## config.mk

```make
export PLATFORM = sky130hd
export DESIGN_NAME = rvs_top
export DESIGN_NICKNAME = d
export VERILOG_FILES = /design/src/shared/rvs_pkg.sv /design/src/hw/rvs_top.sv
export VERILOG_INCLUDE_DIRS = /design/src /design/src/shared
export SDC_FILE = /design/constraint.sdc
export NUM_CORES = 1
export LEC_CHECK = 0
export ABC_AREA = 1
export BUFFER_PORTS_ARGS = -buffer_cell sky130_fd_sc_hd__clkbuf_2
export CAP_MARGIN = 20
export CORE_MARGIN = 3
export CORE_UTILIZATION = 50
export DETAILED_ROUTE_END_ITERATION = 7
export PLACE_DENSITY = 0.78
export REMOVE_ABC_BUFFERS = 1
export SLEW_MARGIN = 20
export SYNTH_ARGS = -nofsm -noshare
export SYNTH_HDL_FRONTEND = slang
export SYNTH_SLANG_ARGS = --single-unit
export TNS_END_PERCENT = 10
```

## constraint.sdc

```tcl
create_clock -name ref_clk_i -period 1.72 [get_ports ref_clk_i]
set_input_delay 0.344 -clock ref_clk_i [delete_from_list [all_inputs] [get_ports ref_clk_i]]
set_output_delay 0.344 -clock ref_clk_i [all_outputs]
set_load 0.005 [all_outputs]
```

## src/shared/rvs_cfg.svh

```systemverilog
`ifndef RVS_CFG_SVH
`define RVS_CFG_SVH

// ==========================================================
// register byte offsets
`define RVS_OFS_FEATURE   8'h00
`define RVS_OFS_COUNT     8'h04
`define RVS_OFS_ADDR_LO   8'h08
`define RVS_OFS_ADDR_MID  8'h0C
`define RVS_OFS_ADDR_HI   8'h10
`define RVS_OFS_DRV_HEAD  8'h14
`define RVS_OFS_CMD_STAT  8'h18
`define RVS_OFS_ERROR     8'h1C
`define RVS_OFS_IRQ_STAT  8'h20
`define RVS_OFS_IRQ_MASK  8'h24

// ==========================================================
// opcodes
`define RVS_OP_VERIFY_RTY  8'h40
`define RVS_OP_VERIFY_NRTY 8'h41

// ==========================================================
// field positions
`define RVS_ST_BSY   7
`define RVS_ST_DRDY  6
`define RVS_ST_DWF   5
`define RVS_ST_DSC   4
`define RVS_ST_DRQ   3
`define RVS_ST_CORR  2
`define RVS_ST_IDX   1
`define RVS_ST_ERR   0
`define RVS_ER_UNC   6
`define RVS_ER_IDNF  4
`define RVS_DH_LBA   6
`define RVS_DH_DRV   4
`define RVS_IRQ_DONE 0
`define RVS_IRQ_FAIL 1

// ==========================================================
// reset values
`define RVS_RST_BYTE 8'h00
`define RVS_RST_IRQ  2'h0

`endif

```

## src/shared/rvs_pkg.sv

```systemverilog
package rvs_pkg;

  // ==========================================================
  // media request and answer
  typedef struct packed {
    logic        req;
    logic        lba_mode;
    logic        retry;
    logic        drive;
    logic [15:0] cyl;
    logic [3:0]  head;
    logic [7:0]  sect;
  } rvs_media_req_s;

  typedef struct packed {
    logic done;
    logic unc;
    logic idnf;
    logic corr;
  } rvs_media_rsp_s;

  // ==========================================================
  // command sequencer states
  typedef enum logic [3:0] {
    RVS_IDLE   = 4'h1,
    RVS_READ   = 4'h2,
    RVS_GAP    = 4'h4,
    RVS_FINISH = 4'h8
  } rvs_state_e;

endpackage

```

## src/hw/rvs_top.sv

```systemverilog
// The placing of the registers and the APB slave port were chosen for this implementation.
`timescale 1ns/100ps
`include "rvs_cfg.svh"
// Operation
// opcode 40h or 41h starts verify
// each sector read to buffer, ECC checked
// DRQ never raised, no data out
// sequenced like a normal sector read
// uncorrectable error stops at failing sector
// failing sector address left in registers
// host sets mode, drive, head bits first
// host loads start address bytes
// host writes count; feature_select unused
// final status BSY0 DRDY1 DWF0 DSC1 IDX0
// error shows only UNC and IDNF
// count keeps unverified sectors on error
// start from address regs, run count
// BSY held until results valid
module rvs_top #(
  parameter logic [7:0] SECTS_PER_TRACK = 8'h3F,
  parameter logic [3:0] HEAD_LAST       = 4'hF
) (
  input  wire logic                    ref_clk_i,
  input  wire logic                    rst_n_i,
  input  wire logic                    psel_i,
  input  wire logic                    penable_i,
  input  wire logic                    pwrite_i,
  input  wire logic [7:0]              paddr_i,
  input  wire logic [31:0]             pwdata_i,
  output logic [31:0]                  prdata_o,
  output logic                         pready_o,
  output logic                         pslverr_o,
  output rvs_pkg::rvs_media_req_s      media_o,
  input  wire rvs_pkg::rvs_media_rsp_s media_i,
  output logic                         drq_o,
  output logic                         irq_o
);
  import rvs_pkg::*;

  // ==========================================================
  // state
  rvs_state_e     state_q;
  rvs_state_e     state_d;
  logic [7:0]     feat_q;
  logic [7:0]     cnt_q;
  logic [7:0]     lo_q;
  logic [7:0]     mid_q;
  logic [7:0]     hi_q;
  logic [7:0]     dh_q;
  logic [7:0]     err_q;
  logic           bsy_q;
  logic           corr_q;
  logic           fail_q;
  logic           retry_q;
  logic [8:0]     left_q;
  logic [1:0]     ists_q;
  logic [1:0]     imsk_q;
  logic           pready_q;
  logic           pslverr_q;
  logic [31:0]    prdata_q;
  rvs_media_req_s media_q;
  logic           irq_q;
  logic           drq_q;

  // ==========================================================
  // apb decode
  wire        acc_go   = psel_i & penable_i & ~pready_q;
  wire        acc_done = psel_i & penable_i & pready_q;
  wire        wr_acc   = acc_done & pwrite_i;
  wire        s_feat   = (paddr_i == `RVS_OFS_FEATURE);
  wire        s_cnt    = (paddr_i == `RVS_OFS_COUNT);
  wire        s_lo     = (paddr_i == `RVS_OFS_ADDR_LO);
  wire        s_mid    = (paddr_i == `RVS_OFS_ADDR_MID);
  wire        s_hi     = (paddr_i == `RVS_OFS_ADDR_HI);
  wire        s_dh     = (paddr_i == `RVS_OFS_DRV_HEAD);
  wire        s_cmd    = (paddr_i == `RVS_OFS_CMD_STAT);
  wire        s_err    = (paddr_i == `RVS_OFS_ERROR);
  wire        s_ists   = (paddr_i == `RVS_OFS_IRQ_STAT);
  wire        s_imsk   = (paddr_i == `RVS_OFS_IRQ_MASK);
  wire        mapped   = s_feat | s_cnt | s_lo | s_mid | s_hi | s_dh
                       | s_cmd | s_err | s_ists | s_imsk;
  // task file writes ignored while busy
  wire        tf_wr    = wr_acc & ~bsy_q;
  wire [7:0]  wbyte    = pwdata_i[7:0];
  // verify opcodes start command
  wire        op_ok    = (wbyte == `RVS_OP_VERIFY_RTY)
                       | (wbyte == `RVS_OP_VERIFY_NRTY);
  wire        cmd_go   = tf_wr & s_cmd & op_ok;

  // ==========================================================
  // status and read mux
  logic [7:0] stat;
  always_comb
  begin
    stat                = 8'h00;
    // fixed final status bits
    stat[`RVS_ST_BSY]   = bsy_q;
    stat[`RVS_ST_DRDY]  = 1'b1;
    stat[`RVS_ST_DWF]   = 1'b0;
    stat[`RVS_ST_DSC]   = 1'b1;
    // DRQ reads zero
    stat[`RVS_ST_DRQ]   = 1'b0;
    stat[`RVS_ST_CORR]  = corr_q;
    stat[`RVS_ST_IDX]   = 1'b0;
    stat[`RVS_ST_ERR]   = fail_q;
  end

  wire [7:0] rbyte = s_cnt  ? cnt_q :
                     s_lo   ? lo_q :
                     s_mid  ? mid_q :
                     s_hi   ? hi_q :
                     s_dh   ? dh_q :
                     s_cmd  ? stat :
                     s_err  ? err_q :
                     s_ists ? {6'h00, ists_q} :
                     s_imsk ? {6'h00, imsk_q} : 8'h00;

  // ==========================================================
  // address stepping
  wire        lba_mode  = dh_q[`RVS_DH_LBA];
  wire [27:0] lba       = {dh_q[3:0], hi_q, mid_q, lo_q};
  wire [27:0] lba_nx    = lba + 28'h0000001;
  wire        sect_wrap = (lo_q == SECTS_PER_TRACK);
  wire        head_wrap = (dh_q[3:0] == HEAD_LAST);
  wire [15:0] cyl       = {hi_q, mid_q};
  wire [15:0] cyl_inc   = cyl + 16'h0001;
  wire [7:0]  chs_lo    = sect_wrap ? 8'h01 : lo_q + 8'h01;
  wire [3:0]  chs_head  = !sect_wrap ? dh_q[3:0] :
                          head_wrap  ? 4'h0 : dh_q[3:0] + 4'h1;
  wire [15:0] chs_cyl   = (sect_wrap & head_wrap) ? cyl_inc : cyl;
  // same address stepping as read
  wire [27:0] step_nx   = lba_mode ? lba_nx
                                   : {chs_head, chs_cyl, chs_lo};

  // ==========================================================
  // media outcome
  wire        in_read   = (state_q == RVS_READ);
  wire        sec_done  = in_read & media_i.done;
  // uncorrectable stops the run
  wire        sec_bad   = sec_done & (media_i.unc | media_i.idnf);
  wire        sec_good  = sec_done & ~sec_bad;
  wire        last_sec  = (left_q == 9'h001);
  // run length from count register
  wire [8:0]  left_init = (cnt_q == 8'h00) ? 9'h100 : {1'b0, cnt_q};
  wire [8:0]  left_dec  = left_q - 9'h001;

  // ==========================================================
  // sequencer
  always_comb
  begin
    state_d = state_q;
    case (state_q)
      RVS_IDLE:
        if (cmd_go)
          state_d = RVS_READ;
      // bad sector ends the run
      RVS_READ:
        if (sec_bad || (sec_good && last_sec))
          state_d = RVS_FINISH;
        else if (sec_good)
          state_d = RVS_GAP;
      RVS_GAP:
        state_d = RVS_READ;
      RVS_FINISH:
        state_d = RVS_IDLE;
      default:
        state_d = RVS_IDLE;
    endcase
  end

  always_ff @(posedge ref_clk_i)
  begin
    if (!rst_n_i)
      state_q <= RVS_IDLE;
    else
      state_q <= state_d;
  end

  // ==========================================================
  // busy and outcome flags
  always_ff @(posedge ref_clk_i)
  begin
    if (!rst_n_i)
    begin
      bsy_q   <= 1'b0;
      corr_q  <= 1'b0;
      fail_q  <= 1'b0;
      err_q   <= `RVS_RST_BYTE;
      retry_q <= 1'b0;
      left_q  <= 9'h000;
    end
    else if (cmd_go)
    begin
      // busy from command accept
      bsy_q   <= 1'b1;
      corr_q  <= 1'b0;
      fail_q  <= 1'b0;
      err_q   <= `RVS_RST_BYTE;
      retry_q <= (wbyte == `RVS_OP_VERIFY_RTY);
      left_q  <= left_init;
    end
    else if (state_q == RVS_FINISH)
      // release once results stored
      bsy_q <= 1'b0;
    else if (sec_done)
    begin
      // CORR and ERR follow outcome
      corr_q <= corr_q | media_i.corr;
      fail_q <= sec_bad;
      // only UNC and IDNF reported
      err_q[`RVS_ER_UNC]  <= media_i.unc;
      err_q[`RVS_ER_IDNF] <= media_i.idnf & ~media_i.unc;
      // one fewer left per good sector
      if (sec_good)
        left_q <= left_dec;
    end
  end

  // ==========================================================
  // task file registers
  always_ff @(posedge ref_clk_i)
  begin
    if (!rst_n_i)
    begin
      feat_q <= `RVS_RST_BYTE;
      cnt_q  <= `RVS_RST_BYTE;
      lo_q   <= `RVS_RST_BYTE;
      mid_q  <= `RVS_RST_BYTE;
      hi_q   <= `RVS_RST_BYTE;
      dh_q   <= `RVS_RST_BYTE;
    end
    else if (sec_good)
    begin
      // count tracks unverified sectors
      cnt_q <= left_dec[7:0];
      // address advances only past good sectors
      if (!last_sec)
      begin
        {dh_q[3:0], hi_q, mid_q, lo_q} <= step_nx;
      end
    end
    else if (tf_wr)
    begin
      // feature_select stored, not used
      if (s_feat)
        feat_q <= wbyte;
      if (s_cnt)
        cnt_q <= wbyte;
      // start address bytes
      if (s_lo)
        lo_q <= wbyte;
      if (s_mid)
        mid_q <= wbyte;
      if (s_hi)
        hi_q <= wbyte;
      // mode, drive and head select
      if (s_dh)
        dh_q <= wbyte;
    end
  end

  // ==========================================================
  // media request
  // request only while reading, dropped once answered
  wire        req_d     = in_read & ~sec_done;

  always_ff @(posedge ref_clk_i)
  begin
    if (!rst_n_i)
      media_q <= '0;
    else
    begin
      // one buffer read per sector
      media_q.req      <= req_d;
      media_q.lba_mode <= lba_mode;
      media_q.retry    <= retry_q;
      media_q.drive    <= dh_q[`RVS_DH_DRV];
      media_q.cyl      <= cyl;
      media_q.head     <= dh_q[3:0];
      media_q.sect     <= lo_q;
    end
  end

  // ==========================================================
  // interrupts
  wire [1:0] ev_set = (state_q == RVS_FINISH) ? {fail_q, ~fail_q} : 2'h0;
  wire [1:0] ev_clr = (wr_acc & s_ists) ? pwdata_i[1:0] : 2'h0;
  // set wins over a same-cycle clear
  wire [1:0] ists_d = (ists_q & ~ev_clr) | ev_set;
  wire [1:0] imsk_d = (wr_acc & s_imsk) ? pwdata_i[1:0] : imsk_q;
  wire       irq_d  = |(ists_d & imsk_q);

  always_ff @(posedge ref_clk_i)
  begin
    if (!rst_n_i)
    begin
      ists_q <= `RVS_RST_IRQ;
      imsk_q <= `RVS_RST_IRQ;
    end
    else
    begin
      ists_q <= ists_d;
      imsk_q <= imsk_d;
    end
  end

  always_ff @(posedge ref_clk_i)
  begin
    if (!rst_n_i)
      irq_q <= 1'b0;
    else
      irq_q <= irq_d;
  end

  // ==========================================================
  // apb answer
  always_ff @(posedge ref_clk_i)
  begin
    if (!rst_n_i)
    begin
      pready_q  <= 1'b0;
      pslverr_q <= 1'b0;
      prdata_q  <= 32'h0000_0000;
      drq_q     <= 1'b0;
    end
    else
    begin
      // one wait state, answer stands one cycle
      pready_q  <= acc_go;
      pslverr_q <= acc_go & ~mapped;
      prdata_q  <= (acc_go & ~pwrite_i) ? {24'h00_0000, rbyte} : 32'h0000_0000;
      // no host data phase
      drq_q     <= 1'b0;
    end
  end

  assign prdata_o  = prdata_q;
  assign pready_o  = pready_q;
  assign pslverr_o = pslverr_q;
  assign media_o   = media_q;
  assign drq_o     = drq_q;
  assign irq_o     = irq_q;

endmodule // rvs_top

```

==> metrics.md <==
| Metric | Value |
|---|---|
| Hold wc startpoint | `media_i[3]` |
| Worst Path Max Fanout | `5` |
| Power Dens Cells | `660 nW/um^2` |
| LEAKAGE | `3.50 nW` |
| EDFF count, synth | `0` |
| First-pass GRT wire length | `26.3 mm` |
| Cell Area, Placed | `6780 sq um` |
| Cell area after layout | `7210 sq um` |
| Outcome | `complete, no violations` |
| Crit-path max cell delay | `0.38 ns` |
| Area Growth Syn to Fin | `23.6%` |
| Most frequent cells after synthesis | `nand2_1 (244), inv_1 (124), dfxtp_1 (106), nor2_1 (92), a21oi_1 (58)` |
| Worst-Skew Late Latency | `0.35 ns` |
| Total global-route track usage | `25.1%` |
| Type of the worst setup path | `reg2reg` |
| Final hold vios | `0` |
| Post-DR wirelength/cell | `14.3 microns` |
| # DRC | `0` |
| CTS Hold Bufs | `0` |
| Post-Syn Instances | `879` |
| Sequential fraction of the synthesis area | `36.4%` |
| Synth warnings | `0` |
| Detailed Routing Iterations Pass 1 | `5` |
| Antenna-violating nets left | `0` |
| Worst Slack Setup Final | `0.0230 ns` |
| Async SR Flop Fraction | `0%` |
| CTS tree | `yes` |
| Num rows | `38` |
| Pre-CTS WS | `-0.0118 ns` |
| Max Fclk | `589 MHz` |
| Unrepaired setup endpoints after global routing | `yes` |
| Final period util | `98.7%` |
| Dpl hpwl | `12.3 mm` |
| Total Power | `4.76 mW` |
| CTS clk-pin slew, worst paths | `0.07 ns` |
| Core area | `11100 sq um` |
| Max VDD drop | `0.575 mV` |
| Total Routed Length | `16.6 mm` |
| CP Buf/Inv Count | `1` |
| Total die area | `13000 sq um` |
| Yosys top cell by area | `dfxtp_1` |
| Top cells by area, synth | `dfxtp_1 (36%), nand2_1 (16%), inv_1 (8.0%), nor2_1 (5.9%), a21oi_1 (5.0%)` |
| Iter 0 DRT Violations | `510` |
| Clock Sinks | `106` |
| DR vias | `6048` |
| Io pins | `117` |
| Antenna diode count | `0` |
| CP endpoint kind | `flop` |
| Placed cell count | `1142` |
| Initial antenna violation count | `0` |
| Slew Limit Fails | `0` |
| Setup_tns | `0 ns` |
| CP arrival | `1.98 ns` |
| Input/output buffers | `67` |
| Main flop type after synthesis | `dfxtp_1` |
| Clock tree buffer depth | `2` |
| Critical path's top delay family | `compound AO/OA/AOI/OAI gates` |
| Count leader, synth | `nand2_1` |
| Crit-path slowest cell | `dfxtp_4` |
| Yosys cell types | `44` |
| CTS buffer count | `9` |
| Setup violators final | `0` |
| Clock Skews | `0.00340 ns` |
| Vias per cell | `5.22` |
| Net count, final | `1068` |
| CP Cell Sequence | `ha_4 -> nand2_2 -> nor2_4 -> nand2_2 -> nand2_4 -> buf_4 -> nand2_1 -> a21oi_1 -> o21ai_0 -> a21oi_1` |
| Starting density of the core | `52.4%` |
| Hold WC Path Type | `in2reg` |
| #FFs+latches synth | `106` |
| Global placement routability congestion | `0.978` |
| Critical Path Start | `lo_q[0]` |
| Area share of the largest cell type after synthesis | `36.4%` |
| Number of global-route vias before repair | `5396` |
| Post-Syn Area | `5830 sq um` |
| Max Cap Violations | `0` |
| Share of cells above drive strength 1 | `21.8%` |
| GRT Residual Overflow | `0` |
| RR Startpoint | `lo_q[0]` |
| Die W | `114 microns` |
| Final Non-Filler Cells | `1158` |
| CTS root buffer | `clkbuf_16` |
| Minimum clock period | `1.70 ns` |
| Syn_area_per_cell | `6.63 sq um` |
| CP required | `2.00 ns` |
| Pin count of the biggest net entering global routing | `73` |
| Die Ht | `114 microns` |
| Startpoint Class | `flop` |
| H-tree depth | `3` |
| Setup Fix Bufs, Post-CTS | `0` |
-- flip-flops by register name (all words and copies together), names as in the netlist, 8 cells and up --
register,count
mid_q,8
lo_q,8
dh_q,8
prdata_o,8
left_q,9
cnt_q,8
media_o,32
hi_q,8
-- cell type report --
type	instances	area, sq um
Fill cell	999	3920
Multi-Input combinational cell	619	3120
Sequential cell	106	2130
Timing Repair Buffer	150	1010
Inverter	128	480
Clock buffer	13	250
Tap cell	140	175
Clock inverter	2	37.5
-- where the power goes --
group	leakage, nW	total, mW	switching (mW)	internal [mW]
clock	0.136	2.05	0.884	1.16
sequential	0.856	2.46	0.00446	2.46
combinational	2.50	0.249	0.169	0.0804
-- timing repair --
action                                  CTS  global route
gates resized for setup                   2            37
cloned                                    0             1
pin swaps                                 0            10
endpoints found under the setup margin    1            34
-- per-layer routing --
metal  GRT usage (%)  part of all wire (%)  vias to the layer above
met5               0                     0                        -
met4            11.0                   4.1                        0
met3            4.24                   9.2                       57
met2            40.5                    45                      286
met1            33.1                    42                     2691
li1                -                     -                     3014
-- placed cells by master (no fill, tap or decap), types with 7 or more instances in the layout --
| master | netlist | layout |
|---|---|---|
| nand2_1 | 244 | 235 |
| inv_1 | 124 | 124 |
| dfxtp_1 | 106 | 103 |
| nor2_1 | 92 | 85 |
| buf_4 | 29 | 78 |
| clkbuf_2 | 2 | 67 |
| a21oi_1 | 58 | 58 |
| nand3_1 | 44 | 43 |
| o21ai_0 | 36 | 32 |
| conb_1 | 1 | 25 |
| nand4_1 | 17 | 17 |
| a31oi_1 | 11 | 11 |
| nand2_2 | 4 | 11 |
| nor2_2 | 4 | 10 |
| o211ai_1 | 10 | 10 |
| nor2_4 | 8 | 9 |
| clkbuf_16 | 0 | 9 |
| nor3_1 | 8 | 8 |
| o21ai_1 | 4 | 8 |
| xor2_1 | 7 | 7 |
-- logic make-up after synthesis --
group / Yosys count / synth area share [%]
AOI/OAI and AO/OA: 137 / 13.2
xor gates and xnor gates: 8 / 1.20
adders and majority gates: 5 / 1.07
DFF: 106 / 36.4
other: 1 / 0.0643
buffers and inverters: 179 / 13.8
and+or+nand+nor: 443 / 34.2
-- final timing paths --
| path | to | slack [ns] | cells past startpoint |
|---|---|---|---|
| setup / recovery | hi_q[4] | 0.02 | 10 |
| hold / removal | media_o[31] | 0.23 | 2 |
| setup reg to reg | hi_q[4] | 0.02 | 10 |
| hold reg to reg | media_o[29] | 0.42 | 2 |
-- metrics by stage --
stage          utilization [%]  hold WS (ns)
6_report                  64.8         0.232
3_5_place_dp              60.9         0.415
2_1_floorplan                -         0.407
3_3_place_gp              60.9         0.414
4_1_cts                   63.6         0.228
5_1_grt                   64.8         0.251
-- worst reg2reg max path: stages, from the launching register on --
cell and delay [ns]:
dfxtp_4 0.38, ha_4 0.15, nand2_2 0.08, nor2_4 0.13, nand2_2 0.09, nand2_4 0.10
buf_4 0.13, nand2_1 0.06, a21oi_1 0.21, o21ai_0 0.16, a21oi_1 0.15
No activity file was read; power rests on OpenSTA's default activity.
